## src/hsfs_pkg.sv

```systemverilog
// Package of constants for the hot swap fault supervisor.
// Assumes a 200 MHz supervisor clock; timer counts derive from it.
//
// Behaviour
// (RULE1) Steady-state capacitor pin below low threshold flags a short.
// (RULE2) Steady-state cap short sets hard fault; gate stays on.
// (RULE3) Hard fault clears only on regulator lockout.
// (RULE4) Cap short detection is off while overcurrent is reported.
// (RULE5) After overcurrent ends, detection stays off until re-arm delay.
// (RULE6) Overcurrent with cap low runs sense timer; timeout trips breaker.
// (RULE7) Cap not above high threshold at re-arm expiry sets hard fault.
// (RULE8) With gate on, open output feedback trips the breaker.
// (RULE9) Open return feedback trips the breaker.
// (RULE10) Open-pin breaker clears on enable falling or regulator lockout.
// (RULE11) Undervoltage or overvoltage disables gate and raises discharge.
// (RULE12) Supply recovery re-enables gate and lowers discharge.
// (RULE13) Gate on needs regulator up, power-on timer done, enable rising.
// (RULE14) Power good and monitor follow output and gate-source good.
// (RULE15) Turning the switch off drops power good and the current monitor.
// (RULE16) Inputs are synchronised; latches reset only on lockout. The breaker and current fault also clear on enable falling.

package hsfs_pkg;

   localparam int unsigned CLK_MHZ             = 200;
   // Re-arm delay after overcurrent, in microseconds.
   localparam int unsigned REARM_DELAY_US      = 100;
   localparam int unsigned REARM_DELAY_CYC     = REARM_DELAY_US * CLK_MHZ;
   // Overcurrent sense delay with capacitor low, in microseconds.
   localparam int unsigned OC_SENSE_DELAY_US   = 10;
   localparam int unsigned OC_SENSE_DELAY_CYC  = OC_SENSE_DELAY_US * CLK_MHZ;
   // Power-on timer after regulator rise, in microseconds.
   localparam int unsigned POR_DELAY_US        = 1000;
   localparam int unsigned POR_DELAY_CYC       = POR_DELAY_US * CLK_MHZ;
   localparam int unsigned SYNC_WIDTH          = 10;
   localparam logic        RST_GATE            = 1'b0;

   typedef enum logic [1:0] {
      HSFS_IDLE,
      HSFS_ON,
      HSFS_TRIP
   } hsfs_state_e;

endpackage : hsfs_pkg

```

## src/hsfs_sync.sv

```systemverilog
// Two-flop synchroniser bank for the comparator and enable inputs.
// Assumes each input is a slow level from outside the clock domain.
`timescale 1ns/100ps
`default_nettype none

module hsfs_sync #(
   parameter int unsigned WIDTH = 1
) (
   // Clock and reset
   input  wire logic             clk_sys,
   input  wire logic             rst_b,
   // Data
   input  wire logic [WIDTH-1:0] async_in,
   output logic      [WIDTH-1:0] sync_out
);
   logic [WIDTH-1:0] meta_q;

   // The first stage feeds only the second stage.
   always_ff @(posedge clk_sys or negedge rst_b) begin
      if (!rst_b) begin
         meta_q   <= '0;
         sync_out <= '0;
      end else begin
         meta_q   <= async_in; // RULE16
         sync_out <= meta_q;
      end
   end
endmodule : hsfs_sync

`default_nettype wire

```

## src/hsfs_top.sv

```systemverilog
// Fault supervisor of a single-channel hot swap controller.
// Assumes comparator results arrive as asynchronous digital levels.
`timescale 1ns/100ps
`default_nettype none

module hsfs_top #(
   parameter int unsigned REARM_CYC    = hsfs_pkg::REARM_DELAY_CYC,
   parameter int unsigned OC_SENSE_CYC = hsfs_pkg::OC_SENSE_DELAY_CYC,
   parameter int unsigned POR_CYC      = hsfs_pkg::POR_DELAY_CYC
) (
   // Clock and reset
   input  wire logic clk_sys,
   input  wire logic rst_b,
   // Service processor
   input  wire logic enable_in,
   // Comparators
   input  wire logic regulator_above_rise_in,
   input  wire logic regulator_below_drop_in,
   input  wire logic cap_below_low_in,
   input  wire logic cap_above_high_in,
   input  wire logic primary_oc_in,
   input  wire logic output_feedback_open_in,
   input  wire logic return_feedback_open_in,
   input  wire logic undervoltage_low_in,
   input  wire logic overvoltage_high_in,
   input  wire logic output_good_in,
   input  wire logic gate_source_good_in,
   // Outputs
   output logic      gate_enable_out,
   output logic      fault_pulldown_out,
   output logic      discharge_out,
   output logic      power_good_out,
   output logic      current_monitor_out,
   output logic      current_fault_out,
   output logic      hard_fault_latched_out
);
   import hsfs_pkg::*;

   initial begin
      if (REARM_CYC < 1 || OC_SENSE_CYC < 1 || POR_CYC < 1 ||
          REARM_CYC >= 2**24 || OC_SENSE_CYC >= 2**24 || POR_CYC >= 2**24)
         $error("hsfs_top: timer counts out of range");
   end

   logic [SYNC_WIDTH-1:0] raw;
   logic [SYNC_WIDTH-1:0] syn;
   logic en_s;
   logic reg_up_s;
   logic cap_low_s;
   logic cap_high_s;
   logic oc_s;
   logic ofb_open_s;
   logic rfb_open_s;
   logic uv_s;
   logic ov_s;
   logic pg_cond_s;
   logic reg_down_q;
   logic reg_down_m_q;

   assign raw = {enable_in, regulator_above_rise_in, cap_below_low_in,
                 cap_above_high_in, primary_oc_in, output_feedback_open_in,
                 return_feedback_open_in, undervoltage_low_in,
                 overvoltage_high_in, output_good_in & gate_source_good_in};

   hsfs_sync #(.WIDTH(SYNC_WIDTH)) u_sync (
      .clk_sys  (clk_sys),
      .rst_b    (rst_b),
      .async_in (raw),
      .sync_out (syn)
   );

   assign {en_s, reg_up_s, cap_low_s, cap_high_s, oc_s, ofb_open_s,
           rfb_open_s, uv_s, ov_s, pg_cond_s} = syn;

   // Lockout is synchronised separately so it can also act as a local reset.
   always_ff @(posedge clk_sys or negedge rst_b) begin
      if (!rst_b) begin
         reg_down_m_q <= 1'b1;
         reg_down_q   <= 1'b1;
      end else begin
         reg_down_m_q <= regulator_below_drop_in; // RULE16
         reg_down_q   <= reg_down_m_q;
      end
   end

   // Power-on timer after the regulator rises.
   logic [23:0] por_cnt_q;
   logic        por_done_q;
   always_ff @(posedge clk_sys or negedge rst_b) begin
      if (!rst_b) begin
         por_cnt_q  <= '0;
         por_done_q <= 1'b0;
      end else if (reg_down_q || !reg_up_s) begin
         por_cnt_q  <= '0;
         por_done_q <= 1'b0;
      end else if (!por_done_q) begin
         por_cnt_q  <= por_cnt_q + 24'h00_0001;
         por_done_q <= (por_cnt_q == 24'(POR_CYC - 1));
      end
   end

   logic en_prev_q;
   logic en_rise;
   logic en_fall;
   always_ff @(posedge clk_sys or negedge rst_b) begin
      if (!rst_b) en_prev_q <= 1'b0;
      else        en_prev_q <= en_s;
   end
   assign en_rise = en_s & ~en_prev_q;
   assign en_fall = ~en_s & en_prev_q;

   // Breaker from open sense pins or the overcurrent sense timeout.
   logic        brk_q;
   logic        oc_trip;
   logic        open_trip;
   logic [23:0] sense_cnt_q;
   logic        armed_q;
   logic        supply_bad;
   logic        on_q;

   assign supply_bad = uv_s | ov_s; // RULE11
   assign open_trip  = (on_q & ofb_open_s) | rfb_open_s; // RULE8 RULE9

   always_ff @(posedge clk_sys or negedge rst_b) begin
      if (!rst_b) begin
         sense_cnt_q <= '0;
      end else if (oc_s && cap_low_s && !brk_q) begin
         sense_cnt_q <= sense_cnt_q + 24'h00_0001; // RULE6
      end else begin
         sense_cnt_q <= '0;
      end
   end
   assign oc_trip = oc_s && cap_low_s &&
                    (sense_cnt_q == 24'(OC_SENSE_CYC - 1)); // RULE6

   always_ff @(posedge clk_sys or negedge rst_b) begin
      if (!rst_b) begin
         brk_q             <= 1'b0;
         current_fault_out <= 1'b0;
      end else if (reg_down_q) begin
         brk_q             <= 1'b0; // RULE10
         current_fault_out <= 1'b0;
      end else if (oc_trip) begin
         brk_q             <= 1'b1; // RULE6
         current_fault_out <= 1'b1;
      end else if (open_trip) begin
         brk_q             <= 1'b1; // RULE8 RULE9
      end else if (en_fall) begin
         brk_q             <= 1'b0; // RULE10
         current_fault_out <= 1'b0;
      end
   end

   // Gate control: on needs regulator, power-on timer and enable rising.
   hsfs_state_e state_q;
   always_ff @(posedge clk_sys or negedge rst_b) begin
      if (!rst_b) begin
         state_q <= HSFS_IDLE;
      end else if (reg_down_q || !reg_up_s) begin
         state_q <= HSFS_IDLE;
      end else begin
         case (state_q)
            HSFS_IDLE:
               if (en_rise && por_done_q && !brk_q)
                  state_q <= HSFS_ON; // RULE13
            HSFS_ON:
               if (!en_s) state_q <= HSFS_IDLE;
               else if (oc_trip || open_trip) state_q <= HSFS_TRIP;
            HSFS_TRIP:
               if (!brk_q) state_q <= HSFS_IDLE; // RULE10
            default: state_q <= HSFS_IDLE;
         endcase
      end
   end
   assign on_q = (state_q == HSFS_ON);

   // Supply faults override the gate without changing state, so recovery
   // from them is automatic.
   always_ff @(posedge clk_sys or negedge rst_b) begin
      if (!rst_b) begin
         gate_enable_out    <= RST_GATE;
         fault_pulldown_out <= 1'b0;
         discharge_out      <= 1'b0;
      end else begin
         gate_enable_out    <= on_q & ~supply_bad & ~oc_trip &
                               ~open_trip; // RULE12
         fault_pulldown_out <= (state_q == HSFS_TRIP) | oc_trip |
                               (on_q & open_trip) | supply_bad; // RULE11
         discharge_out      <= ~(on_q & ~supply_bad & ~oc_trip &
                               ~open_trip); // RULE12
      end
   end

   // Power good and current monitor follow the switch being on.
   always_ff @(posedge clk_sys or negedge rst_b) begin
      if (!rst_b) begin
         power_good_out      <= 1'b0;
         current_monitor_out <= 1'b0;
      end else begin
         power_good_out      <= gate_enable_out & pg_cond_s; // RULE14 RULE15
         current_monitor_out <= gate_enable_out & pg_cond_s; // RULE14 RULE15
      end
   end

   // Capacitor short detection with the overcurrent re-arm delay.
   logic [23:0] rearm_cnt_q;
   logic        rearm_run_q;
   logic        rearm_expire;
   assign rearm_expire = rearm_run_q && !oc_s &&
                         (rearm_cnt_q == 24'(REARM_CYC - 1));
   always_ff @(posedge clk_sys or negedge rst_b) begin
      if (!rst_b) begin
         armed_q     <= 1'b1;
         rearm_run_q <= 1'b0;
         rearm_cnt_q <= '0;
      end else if (oc_s) begin
         armed_q     <= 1'b0; // RULE4
         rearm_run_q <= 1'b1;
         rearm_cnt_q <= '0;
      end else if (rearm_run_q) begin
         rearm_cnt_q <= rearm_cnt_q + 24'h00_0001; // RULE5
         if (rearm_expire) begin
            rearm_run_q <= 1'b0;
            armed_q     <= 1'b1;
         end
      end
   end

   // A slow capacitor with a long power-on timer is a real short, so a stale
   // low during the power-on window is ignored until steady state.
   always_ff @(posedge clk_sys or negedge rst_b) begin
      if (!rst_b) begin
         hard_fault_latched_out <= 1'b0;
      end else if (reg_down_q) begin
         hard_fault_latched_out <= 1'b0; // RULE3 RULE16
      end else if ((armed_q && !oc_s && por_done_q && cap_low_s) ||
                   (rearm_expire && !cap_high_s)) begin
         hard_fault_latched_out <= 1'b1; // RULE1 RULE2 RULE7
      end
   end

   a_hard_fault_hold: assert property (@(posedge clk_sys) // RULE3
      disable iff (!rst_b)
      hard_fault_latched_out && !reg_down_q |=> hard_fault_latched_out)
      else $error("hard fault dropped without lockout");
   a_oc_masks_short: assert property (@(posedge clk_sys) // RULE4
      disable iff (!rst_b) oc_s && !rearm_expire |=> !armed_q)
      else $error("short detection armed during overcurrent");
   a_rearm_wait: assert property (@(posedge clk_sys) // RULE5
      disable iff (!rst_b) $fell(oc_s) |=> !armed_q [*2])
      else $error("short detection re-armed early");
   a_steady_short: assert property (@(posedge clk_sys) // RULE1
      disable iff (!rst_b) armed_q && !oc_s && por_done_q && cap_low_s
      && !reg_down_q |=> hard_fault_latched_out)
      else $error("steady short not flagged");
   a_short_keeps_gate: assert property (@(posedge clk_sys) // RULE2
      disable iff (!rst_b) $rose(hard_fault_latched_out) && $past(on_q)
      && !$past(supply_bad) && !$past(oc_trip) && !$past(open_trip)
      |-> gate_enable_out)
      else $error("cap short turned gate off");
   a_oc_trip_out: assert property (@(posedge clk_sys) // RULE6
      disable iff (!rst_b) oc_trip && !reg_down_q |=> current_fault_out
      && !gate_enable_out && discharge_out && fault_pulldown_out)
      else $error("overcurrent trip outputs wrong");
   a_supply_off: assert property (@(posedge clk_sys) // RULE11
      disable iff (!rst_b) supply_bad |=> !gate_enable_out && discharge_out)
      else $error("supply fault left gate on");
   a_open_trip: assert property (@(posedge clk_sys) // RULE9
      disable iff (!rst_b) rfb_open_s && !reg_down_q |=> brk_q
      ##1 !gate_enable_out)
      else $error("open return feedback not tripped");
   a_pg_gate: assert property (@(posedge clk_sys) // RULE14
      disable iff (!rst_b)
      power_good_out |-> $past(gate_enable_out) && $past(pg_cond_s))
      else $error("power good without gate");
   a_gate_cause: assert property (@(posedge clk_sys) // RULE13
      disable iff (!rst_b)
      $rose(on_q) |-> $past(en_rise) && $past(por_done_q))
      else $error("gate on without enable edge");

   c_steady_short: cover property (@(posedge clk_sys) disable iff (!rst_b)
      on_q ##1 $rose(hard_fault_latched_out));
   c_oc_trip: cover property (@(posedge clk_sys) disable iff (!rst_b)
      $rose(current_fault_out));
   c_open_recover: cover property (@(posedge clk_sys) disable iff (!rst_b)
      state_q == HSFS_TRIP ##1 state_q == HSFS_IDLE);
   c_power_good: cover property (@(posedge clk_sys) disable iff (!rst_b)
      $rose(power_good_out));
endmodule : hsfs_top

`default_nettype wire

```

## config.mk

```make
export PLATFORM = sky130hd
export DESIGN_NAME = hsfs_top
export DESIGN_NICKNAME = d
export VERILOG_FILES = /design/src/hsfs_pkg.sv /design/src/hsfs_sync.sv /design/src/hsfs_top.sv
export SDC_FILE = /design/constraint.sdc
export NUM_CORES = 1
export LEC_CHECK = 0
export ABC_AREA = 1
export BUFFER_PORTS_ARGS = -buffer_cell sky130_fd_sc_hd__buf_4
export CAP_MARGIN = 25
export CORE_MARGIN = 8
export CORE_UTILIZATION = 65
export DETAILED_ROUTE_END_ITERATION = 8
export PLACE_DENSITY = 0.83
export SLEW_MARGIN = 30
export SYNTH_ARGS = -nofsm -noshare
export SYNTH_HDL_FRONTEND = slang
export SYNTH_HIERARCHICAL = 1
export SYNTH_SLANG_ARGS = --single-unit
```

## constraint.sdc

```tcl
create_clock -name clk_sys -period 2.4 [get_ports clk_sys]
set_input_delay 0.36 -clock clk_sys [delete_from_list [all_inputs] [get_ports clk_sys]]
set_output_delay 0.36 -clock clk_sys [all_outputs]
set_load 0.02 [all_outputs]
```

==> impl_metrics.ini, run 1 <==
[power]
power-per-cell-area_nw_per_um2 = 536.8
power.combinational.fraction = 0.045
share_clk_of_total_power = 0.373
fraction_of_power_spent_switching_nets = 0.2488
power.net_switching_mw = 0.7921
power_frac_seq = 0.582
ir_worst_vdd_mv = 0.5286
power.static_leakage_nw = 2.664
internal_power_mw = 2.392

[grt]
global_route_wire_length_before_repair_um = 21050
grt_max_degree = 42
grt_overflow = 0
antenna_found_initial = 0
global_route.usage.total = 0.2251
grt_pass1_vias = 4544

[synthesis]
yosysTopAreaCellShare = 0.4811
cell_taking_the_most_area_after_synthesis = sky130_fd_sc_hd__dfrtp_1
largest_cells_by_area_after_synthesis = sky130_fd_sc_hd__dfrtp_1, sky130_fd_sc_hd__nand2_1, sky130_fd_sc_hd__nor2_1, sky130_fd_sc_hd__inv_1, sky130_fd_sc_hd__nand3_1
syn_area_per_cell_um2 = 7.544
syn_inst = 717
synth_most_common_cell = sky130_fd_sc_hd__nand2_1
proportion_of_synthesized_chip_area_in_sequential_cells = 0.4957
synthTopCellsByCount = sky130_fd_sc_hd__nand2_1, sky130_fd_sc_hd__nor2_1, sky130_fd_sc_hd__dfrtp_1
synth_cell_area_um2 = 5409
yosys_warnings = 6
async_flop_share = 1.000
synth_cell_types = 36
dominant_synthesized_flop_cell = sky130_fd_sc_hd__dfrtp_1
synth.ff_latch_count = 107
synth.net_count = 734
number_of_flops_mapped_to_enable_cells_by_yosys = 0

[layout]
antenna_cells = 0
area_growth_from_synthesis_to_layout_pct = 9.646
multiInputGateArea_um2 = 2346
fraction_of_layout_instances_using_a_drive_strength_above_1 = 0.09587
layout.nets = 763
regArea_um2 = 2681
fillCellCount = 590

[cts]
cts_hold_buf = 1
cts_max_path_buffers = 2
clock-sinks = 107
cts_made_buffers = 9
htree_levels = 3
ctsRootBufferMaster = sky130_fd_sc_hd__clkbuf_8
cts_setup_buffers = 0
cts.clk_slew.worst_paths_ps = 110
cts_tree = built
clock_insertion_delay_worst_skew_ps = 380
cts_resized = 0

[worst_setup_path]
critical-path-max-stage-delay_ps = 400
required_time_of_the_worst_setup_path_ps = 2720
crit_path_frequent_cell = sky130_fd_sc_hd__nand2_1
cp_cell_sequence = ha_1 -> nand2_1 -> nor2_4 -> nand2_2 -> nor2_2 -> nand3_1 -> nand2_1 -> nand2_1 -> nor2_1
worst_path_dominant_cell_family = simple AND/OR/NAND/NOR gates
crit_path_end_kind = register
path_buf_inv = 0
slowest_stage = sky130_fd_sc_hd__dfrtp_1
worstSetupStartpointType = register
timing.setup.critical_path_class = register to register
worstPathArrival_ps = 2080
critical_path_peak_fanout = 11

[routing]
first_pass_iters = 6
post_drt_wl_per_cell_um = 14.27
postRouteWirelength_um = 12210
final_routed_drc_violation_total = 0
vias = 4821
drtAntennaViolNets = 0
vias_per_cell = 5.632
drt-initial-drc-count = 350

[floorplanning]
die_w_um = 107.2
core_region_area_um2 = 8134
rows = 33
io_pins = 21
die-area_um2 = 11500
floorplan.initialDensity = 0.6650
die_h_um = 107.2

[place]
place.gp.congestion = 1.004
dp_hpwl_um = 9127
buffer_ports.inserted = 20
place_ws_ps = 656.7

[sta]
min_period_over_period = 0.7366
drv_slew = 0
rsz_0062_raised_after_global_routing = false
setup_tns_ps = 0
setup_viol = 0
slew_headroom = 0.6174
hold_violations = 0
worstMarginPinSlew_ps = 569.5
finalClockSkew_ps = 5.027
post_route_setup_slack_ps = 632.2
maxClockFrequency_mhz = 565.7
final.min_clock_period_ps = 1768

[job]
drv.max_cap_violation_count = 0

[min_path]
worst_hold_path_type = input pin to register

[run_status]
outcome = complete, no violations
==> final timing paths <==
kind | startpoint | end | slack [ps] | depth (start not counted)
hold / removal | cap_above_high_in | u_sync/meta_q[6] | 80 | 1
min in group asynchronous | rst_b | por_cnt_q[2] | 500 | 2
setup reg to reg | rearm_cnt_q[1] | rearm_cnt_q[20] | 630 | 9
setup / recovery | rearm_cnt_q[1] | rearm_cnt_q[20] | 630 | 9
max in group asynchronous | rst_b | sense_cnt_q[21] | 1280 | 3
hold reg to reg | u_sync/meta_q[5] | u_sync/sync_out[5] | 360 | 0
==> flip-flops by register name, summed over array words and instances, names as in the netlist <==
| signal | cells |
|---|---|
| armed_q | 1 |
| por_done_q | 1 |
| rearm_cnt_q | 24 |
| discharge_out | 1 |
| u_sync/sync_out | 10 |
| sense_cnt_q | 24 |
| rearm_run_q | 1 |
| current_fault_out | 1 |
| gate_enable_out | 1 |
| u_sync/meta_q | 10 |
| current_monitor_out | 1 |
| fault_pulldown_out | 1 |
| reg_down_m_q | 1 |
| brk_q | 1 |
| en_prev_q | 1 |
| reg_down_q | 1 |
| por_cnt_q | 24 |
| hard_fault_latched_out | 1 |
| state_q | 2 |
==> power by group through the flow <==
stage / Combinational (mW) / Sequential (mW) / Clock (mW)
after floorplan: 0.0601 / 1.88 / 0
final: 0.142 / 1.85 / 1.19
after global routing: 0.162 / 1.86 / 1.28
after CTS: 0.144 / 1.85 / 1.21
after global placement: 0.137 / 1.89 / 0
after detailed placement: 0.141 / 1.89 / 0
==> layer usage <==
metal  track usage  routed length (um)  vias up
met2        0.3535                5709      189
met4       0.07337                 172        0
met1        0.3033                5512     2256
li1              -                   -     2359
met5             0                   0        -
met3       0.04859                 819       17
==> per-stage QoR <==
stage,power (mW),cells,area (um2),utilization,hold slack [ps]
after floorplan,1.945,717,5409,-,64.41
after global placement,2.024,839,5704,0.7013,333.9
after detailed placement,2.029,839,5704,0.7013,337.1
after CTS,3.208,856,5931,0.7291,63.59
after global routing,3.297,856,5931,0.7291,58.21
final,3.184,856,5931,0.7291,80.74
==> area by class of cell <==
type | count | area share
multi-input combinational | 512 | 0.3956
inverter | 88 | 0.05570
clock buffer | 9 | 0.02089
sequential | 107 | 0.4521
timing repair buffer | 28 | 0.03797
clock inverter | 7 | 0.01561
tap | 105 | 0.02215
==> cells by family after synthesis <==
group	Yosys count	synth area share
AOI/OAI and AO/OA	71	0.07217
xor gates and xnor gates	3	0.004859
adders and majority gates	3	0.006940
buffers and inverters	98	0.07055
DFF	107	0.4957
and+or+nand+nor	435	0.3498
==> cell usage in the layout (no fill, tap or decap), drive strengths merged, types with 2 or more instances in the layout <==
cell    synthesis  layout
buf             8      27
dfstp           3       3
clkbuf          2       9
o21ai          25      25
nand2         169     169
nor4            3       3
nand3          55      55
nor3           16      16
clkinv          0       3
a31oi           4       4
nand4          23      23
and2            2       2
nor2          164     164
xor2            3       3
a21oi          32      32
o21bai          4       4
inv            88      91
dfrtp         104     104
ha              3       3
==> worst reg2reg max path, delay by kind of cell, from the launching register on <==
kind / cells / cell delay, ps
adders and majority gates: 1 / 220
DFF: 1 / 400
and+or+nand+nor: 8 / 1070
No activity file was read; power rests on OpenSTA's default activity.
==> run 2: changes to the inputs <==
- ABC_AREA: 1 -> 0
- CORE_UTILIZATION: 65 -> 61
- PLACE_DENSITY: 0.83 -> 0.79
- clock period: 2.4 -> 1.8 ns (I/O delays scaled with it)
==> impl_metrics.ini, run 2 <==
[routing]
drtAntennaViolNets = 0
post_drt_wl_per_cell_um = 17.49
final_routed_drc_violation_total = 0
wl_met3_um = 549
met2_wirelength_um = 6199
postRouteWirelength_um = 11940
wl_met1_um = 4956
maxUsedRoutingLayer = met4
first_pass_iters = 7
drt-initial-drc-count = 265
vias_per_cell = 6.124
vias = 4183

[place]
dp_hpwl_um = 7730
place.gp.congestion = 0.8234
placed_cells = 643
buffer_ports.inserted = 20

[synthesis]
yosysTopAreaCellShare = 0.5333
yosys_warnings = 6
async_flop_share = 1.000
syn_inst = 474
synth_cell_types = 47
cell_taking_the_most_area_after_synthesis = sky130_fd_sc_hd__dfrtp_1
largest_cells_by_area_after_synthesis = sky130_fd_sc_hd__dfrtp_1, sky130_fd_sc_hd__nor2_1, sky130_fd_sc_hd__or4_1, sky130_fd_sc_hd__xnor2_1, sky130_fd_sc_hd__a21oi_1
synth.ff_latch_count = 107
dominant_synthesized_flop_cell = sky130_fd_sc_hd__dfrtp_1
proportion_of_synthesized_chip_area_in_sequential_cells = 0.5495
synth_most_common_cell = sky130_fd_sc_hd__dfrtp_1
number_of_flops_mapped_to_enable_cells_by_yosys = 0
synth_cell_area_um2 = 4880
synthTopCellsByCount = sky130_fd_sc_hd__dfrtp_1, sky130_fd_sc_hd__nor2_1, sky130_fd_sc_hd__a21oi_1
syn_area_per_cell_um2 = 10.29
synth.net_count = 491

[grt]
grt_max_degree = 31
global_route.usage.total = 0.2100
global_route_wire_length_before_repair_um = 19340
antenna_found_initial = 0
grt_overflow = 0
grt_pass1_vias = 4233

[worst_setup_path]
reg2reg_depth = 4
timing.setup.critical_path_class = register to register
critical_path_peak_fanout = 2
slowest_stage = sky130_fd_sc_hd__or4_1
required_time_of_the_worst_setup_path_ps = 2100
crit_path_frequent_cell = sky130_fd_sc_hd__or4_4
path_buf_inv = 0
worstPathArrival_ps = 2240
crit_path_end_kind = register
cp.depth = 4
worstReg2RegEnd = hard_fault_latched_out
reg2reg_setup_slack_ps = -150
cp_cell_sequence = or4_1 -> or4_4 -> or4_4 -> a21oi_2
worst_path_dominant_cell_family = simple AND/OR/NAND/NOR gates
setup.worst_path.start = rearm_cnt_q[16]
regToRegStartpoint = rearm_cnt_q[16]
worstSetupStartpointType = register
critical-path-max-stage-delay_ps = 520

[sta]
finalClockSkew_ps = 11.22
setup_tns_ps = -266.8
min_period_over_period = 1.081
slew_headroom = 0.7043
hold_violations = 0
rsz_0062_raised_after_global_routing = true
post_route_setup_slack_ps = -145.2
final.hold.worst_slack_ps = 105.4
drv_slew = 0
maxClockFrequency_mhz = 514.1
setup_viol = 5
final.min_clock_period_ps = 1945
worstMarginPinSlew_ps = 432.4

[power]
power-per-cell-area_nw_per_um2 = 673.5
power.static_leakage_nw = 2.610
ir_worst_vdd_mv = 0.7528
finalPower_mw = 4.211

[layout]
fraction_of_layout_instances_using_a_drive_strength_above_1 = 0.2874
final_cell_mix = sky130_fd_sc_hd__dfrtp_1, sky130_fd_sc_hd__buf_4, sky130_fd_sc_hd__nor2_1
fin_util = 0.8091
antenna_cells = 0
area_growth_from_synthesis_to_layout_pct = 28.13
post_layout_nonfiller_instances = 683
final_common_cell = sky130_fd_sc_hd__dfrtp_1
leading_registers_by_flop_count = por_cnt_q: 24 flops, rearm_cnt_q: 24 flops, sense_cnt_q: 24 flops
layout.nets = 593

[cts]
htree_levels = 3
clock-sinks = 107
cts_made_buffers = 9
cts.clk_slew.worst_paths_ps = 110
cts_max_path_buffers = 2
cts_tree = built
ctsRootBufferMaster = sky130_fd_sc_hd__clkbuf_8
clock_insertion_delay_worst_skew_ps = 370

[floorplanning]
die_h_um = 105.4
die-area_um2 = 11120
core_region_area_um2 = 7727
io_pins = 21
rows = 32
floorplan.initialDensity = 0.6315
die_w_um = 105.4

[min_path]
worst_hold_path_type = input pin to register
capture_endpoint_of_the_worst_hold_path = u_sync/meta_q[0]
worst_hold_path.num_cells = 2
holdCritStartpoint = gate_source_good_in

[run_status]
outcome = finished with violations
violations = setup timing

[job]
drv.max_cap_violation_count = 0
[run 2: cell count changes after synthesis, sizes merged, moves of 10 or more]
cell,change
xor2,+11
nand2,-144
and3,+10
nor2,-115
xnor2,+19
o31ai,+16
clkbuf,+11
nand3,-30
nor2b,+10
o21ai,-11
or3,+15
or4,+23
inv,-79
[run 2: logic make-up (layout without fill, tap and decap cells)]
group	Yosys count	count (layout)	synth area share
and+or+nand+nor	224	225	0.2569
AOI/OAI and AO/OA	73	73	0.08975
muxes	6	6	0.01333
adders and majority gates	3	3	0.007693
xor gates and xnor gates	33	33	0.05923
buffers and inverters	28	134	0.02359
DFF	107	107	0.5495
[run 2: how the worst max path moves through the flow]
stage | end
after global routing | hard_fault_latched_out
final | hard_fault_latched_out
after global placement | hard_fault_latched_out
after CTS | hard_fault_latched_out
after detailed placement | hard_fault_latched_out
after floorplan | hard_fault_latched_out
[run 2: stage by stage]
step	setup WS (ps)	cell area, um2
2_1_floorplan	-68.77	4920
3_3_place_gp	-81.49	5629
3_5_place_dp	-109.7	5629
4_1_cts	-142.6	6011
5_1_grt	-201.4	6252
6_report	-145.2	6252
[run 2: final cells by class]
type / instances / area, um2
Inverter: 9 / 33.78
Timing Repair Buffer: 109 / 882.1
Fill cell: 430 / 1475
Multi-Input combinational cell: 340 / 2316
Clock inverter: 7 / 85.08
Tap cell: 102 / 127.6
Clock buffer: 9 / 123.9
Sequential cell: 107 / 2684
[run 2: where the power goes]
group / internal [mW] / switching, mW / leakage (nW) / total [mW]
Combinational: 0.0915 / 0.123 / 1.10 / 0.214
Clock: 0.667 / 0.860 / 0.0995 / 1.53
Sequential: 2.44 / 0.0269 / 1.42 / 2.47
[run 2: per-layer routing]
metal | global-route usage | vias up
met5 | 0 | -
met4 | 0.06626 | 0
met3 | 0.04141 | 30
met2 | 0.3795 | 135
met1 | 0.2442 | 2081
li1 | - | 1937
[run 2: what timing repair did]
item	4_1_cts	5_1_grt
setup buffers	2	10
resized for setup	11	39
pin swaps	4	12
endpoints found under the setup margin	13	29
gates cloned	1	0
endpoints found under the hold margin	32	1
hold buffers	10	1
==> run 3: changes to the inputs <==
==> constraint.sdc (replaced) <==
create_clock -name clk_sys -period 1.8 [get_ports clk_sys]
set_input_delay 0.09 -clock clk_sys [delete_from_list [all_inputs] [get_ports clk_sys]]
set_output_delay 0.09 -clock clk_sys [all_outputs]
set_load 0.02 [all_outputs]
==> impl_metrics.ini, run 3 (synthesized netlist as in run 2, its figures left out) <==
[run_status]
outcome = finished with violations
violations = setup timing

[cts]
cts.clk_slew.worst_paths_ps = 100
cts_tree = built
clock-sinks = 107
clock_insertion_delay_worst_skew_ps = 370
htree_levels = 3
cts_made_buffers = 9
cts_max_path_buffers = 2
ctsRootBufferMaster = sky130_fd_sc_hd__clkbuf_8

[sta]
hold_violations = 0
min_period_over_period = 1.107
post_route_setup_slack_ps = -192.9
rsz_0062_raised_after_global_routing = true
finalClockSkew_ps = 6.039
final.min_clock_period_ps = 1993
slew_headroom = 0.6839
maxClockFrequency_mhz = 501.8
drv_slew = 0
setup_viol = 6
final.hold.worst_slack_ps = 87.19
worstMarginPinSlew_ps = 469.8
setup_tns_ps = -356.9

[floorplanning]
die_w_um = 105.4
die_h_um = 105.4
die-area_um2 = 11120
core_region_area_um2 = 7727
rows = 32
floorplan.initialDensity = 0.6315
io_pins = 21

[worst_setup_path]
crit_path_end_kind = register
reg2reg_depth = 4
worstSetupStartpointType = register
worstReg2RegEnd = hard_fault_latched_out
critical_path_peak_fanout = 2
regToRegStartpoint = rearm_cnt_q[19]
timing.setup.critical_path_class = register to register
worstPathArrival_ps = 2300
reg2reg_setup_slack_ps = -190
required_time_of_the_worst_setup_path_ps = 2110

[routing]
drtAntennaViolNets = 0
final_routed_drc_violation_total = 0
first_pass_iters = 4
drt-initial-drc-count = 227
vias = 4154
vias_per_cell = 6.012
postRouteWirelength_um = 11670
post_drt_wl_per_cell_um = 16.89

[grt]
antenna_found_initial = 0
grt_overflow = 0
grt_max_degree = 47
global_route_wire_length_before_repair_um = 18890
global_route.usage.total = 0.2062
grt_pass1_vias = 3936

[power]
share_clk_of_total_power = 0.343
power.static_leakage_nw = 2.644
power.net_switching_mw = 0.9999
internal_power_mw = 3.094
fraction_of_power_spent_switching_nets = 0.2443
finalPower_mw = 4.094
ir_worst_vdd_mv = 0.5534
power_frac_seq = 0.603
power-per-cell-area_nw_per_um2 = 654.7
power.combinational.fraction = 0.054

[min_path]
worst_hold_path_type = input pin to asynchronous set/reset pin

[layout]
layout.nets = 601
final_cell_mix = sky130_fd_sc_hd__dfrtp_1, sky130_fd_sc_hd__buf_4, sky130_fd_sc_hd__nor2_1
antenna_cells = 0
leading_registers_by_flop_count = por_cnt_q: 24 flops, rearm_cnt_q: 24 flops, sense_cnt_q: 24 flops
area_growth_from_synthesis_to_layout_pct = 28.13
fin_util = 0.8091
fraction_of_layout_instances_using_a_drive_strength_above_1 = 0.2920

[place]
place.gp.congestion = 0.8486
place_ws_ps = -116.4
dp_hpwl_um = 7454
buffer_ports.inserted = 20

[job]
drv.max_cap_violation_count = 0
run 3: per-layer routing:
layer	routed length, um	GRT usage
met1	4974	0.2624
met5	0	0
met4	187	0.06524
met2	6036	0.3422
met3	473	0.04629
run 3: critical path, stage by stage, from the launching register on:
cell,delay [ps]
sky130_fd_sc_hd__dfrtp_1,390
sky130_fd_sc_hd__or4_1,530
sky130_fd_sc_hd__or4_1,440
sky130_fd_sc_hd__or4_4,440
sky130_fd_sc_hd__a21oi_2,130
run 3: worst max-delay path by stage:
stage / from / end / slack (ps) / depth (start not counted)
2_1_floorplan: rearm_cnt_q[19] / hard_fault_latched_out / -70 / 4
3_3_place_gp: rearm_cnt_q[19] / hard_fault_latched_out / -70 / 4
3_5_place_dp: sense_cnt_q[12] / state_q[1] / -120 / 4
4_1_cts: rearm_cnt_q[19] / hard_fault_latched_out / -120 / 4
5_1_grt: rearm_cnt_q[19] / hard_fault_latched_out / -220 / 4
6_report: rearm_cnt_q[19] / hard_fault_latched_out / -190 / 4
run 3: power by group through the flow:
stage                     combinational [mW]  sequential [mW]  clock (mW)
after detailed placement               0.181             2.52           0
after global routing                   0.246             2.47        1.52
final                                  0.220             2.47        1.40
after floorplan                       0.0601             2.51           0
after CTS                              0.211             2.47        1.43
after global placement                 0.175             2.51           0
run 3: area by class of cell:
| type | instances | area [um2] |
|---|---|---|
| fillers | 433 | 1475 |
| repair buffers | 117 | 934.6 |
| multi-input cells | 340 | 2283 |
| well taps | 102 | 127.6 |
| clock buffers | 10 | 137.6 |
| flip-flops and latches | 107 | 2686 |
| inverters | 9 | 33.78 |
| clock inverters | 6 | 48.80 |
run 3: through the flow:
stage          cells  cell area [um2]
2_1_floorplan    474             4920
3_3_place_gp     643             5617
3_5_place_dp     643             5617
4_1_cts          677             6003
5_1_grt          691             6252
6_report         691             6252
run 3: repair_timing:
item / CTS / global route
setup buffers: 4 / 14
gates resized for setup: 8 / 39
hold endpoints to repair: 115 / 0
endpoints found under the setup margin: 16 / 25
pin swaps: 3 / 17
hold buffers: 13 / 0
gates cloned: 1 / 0
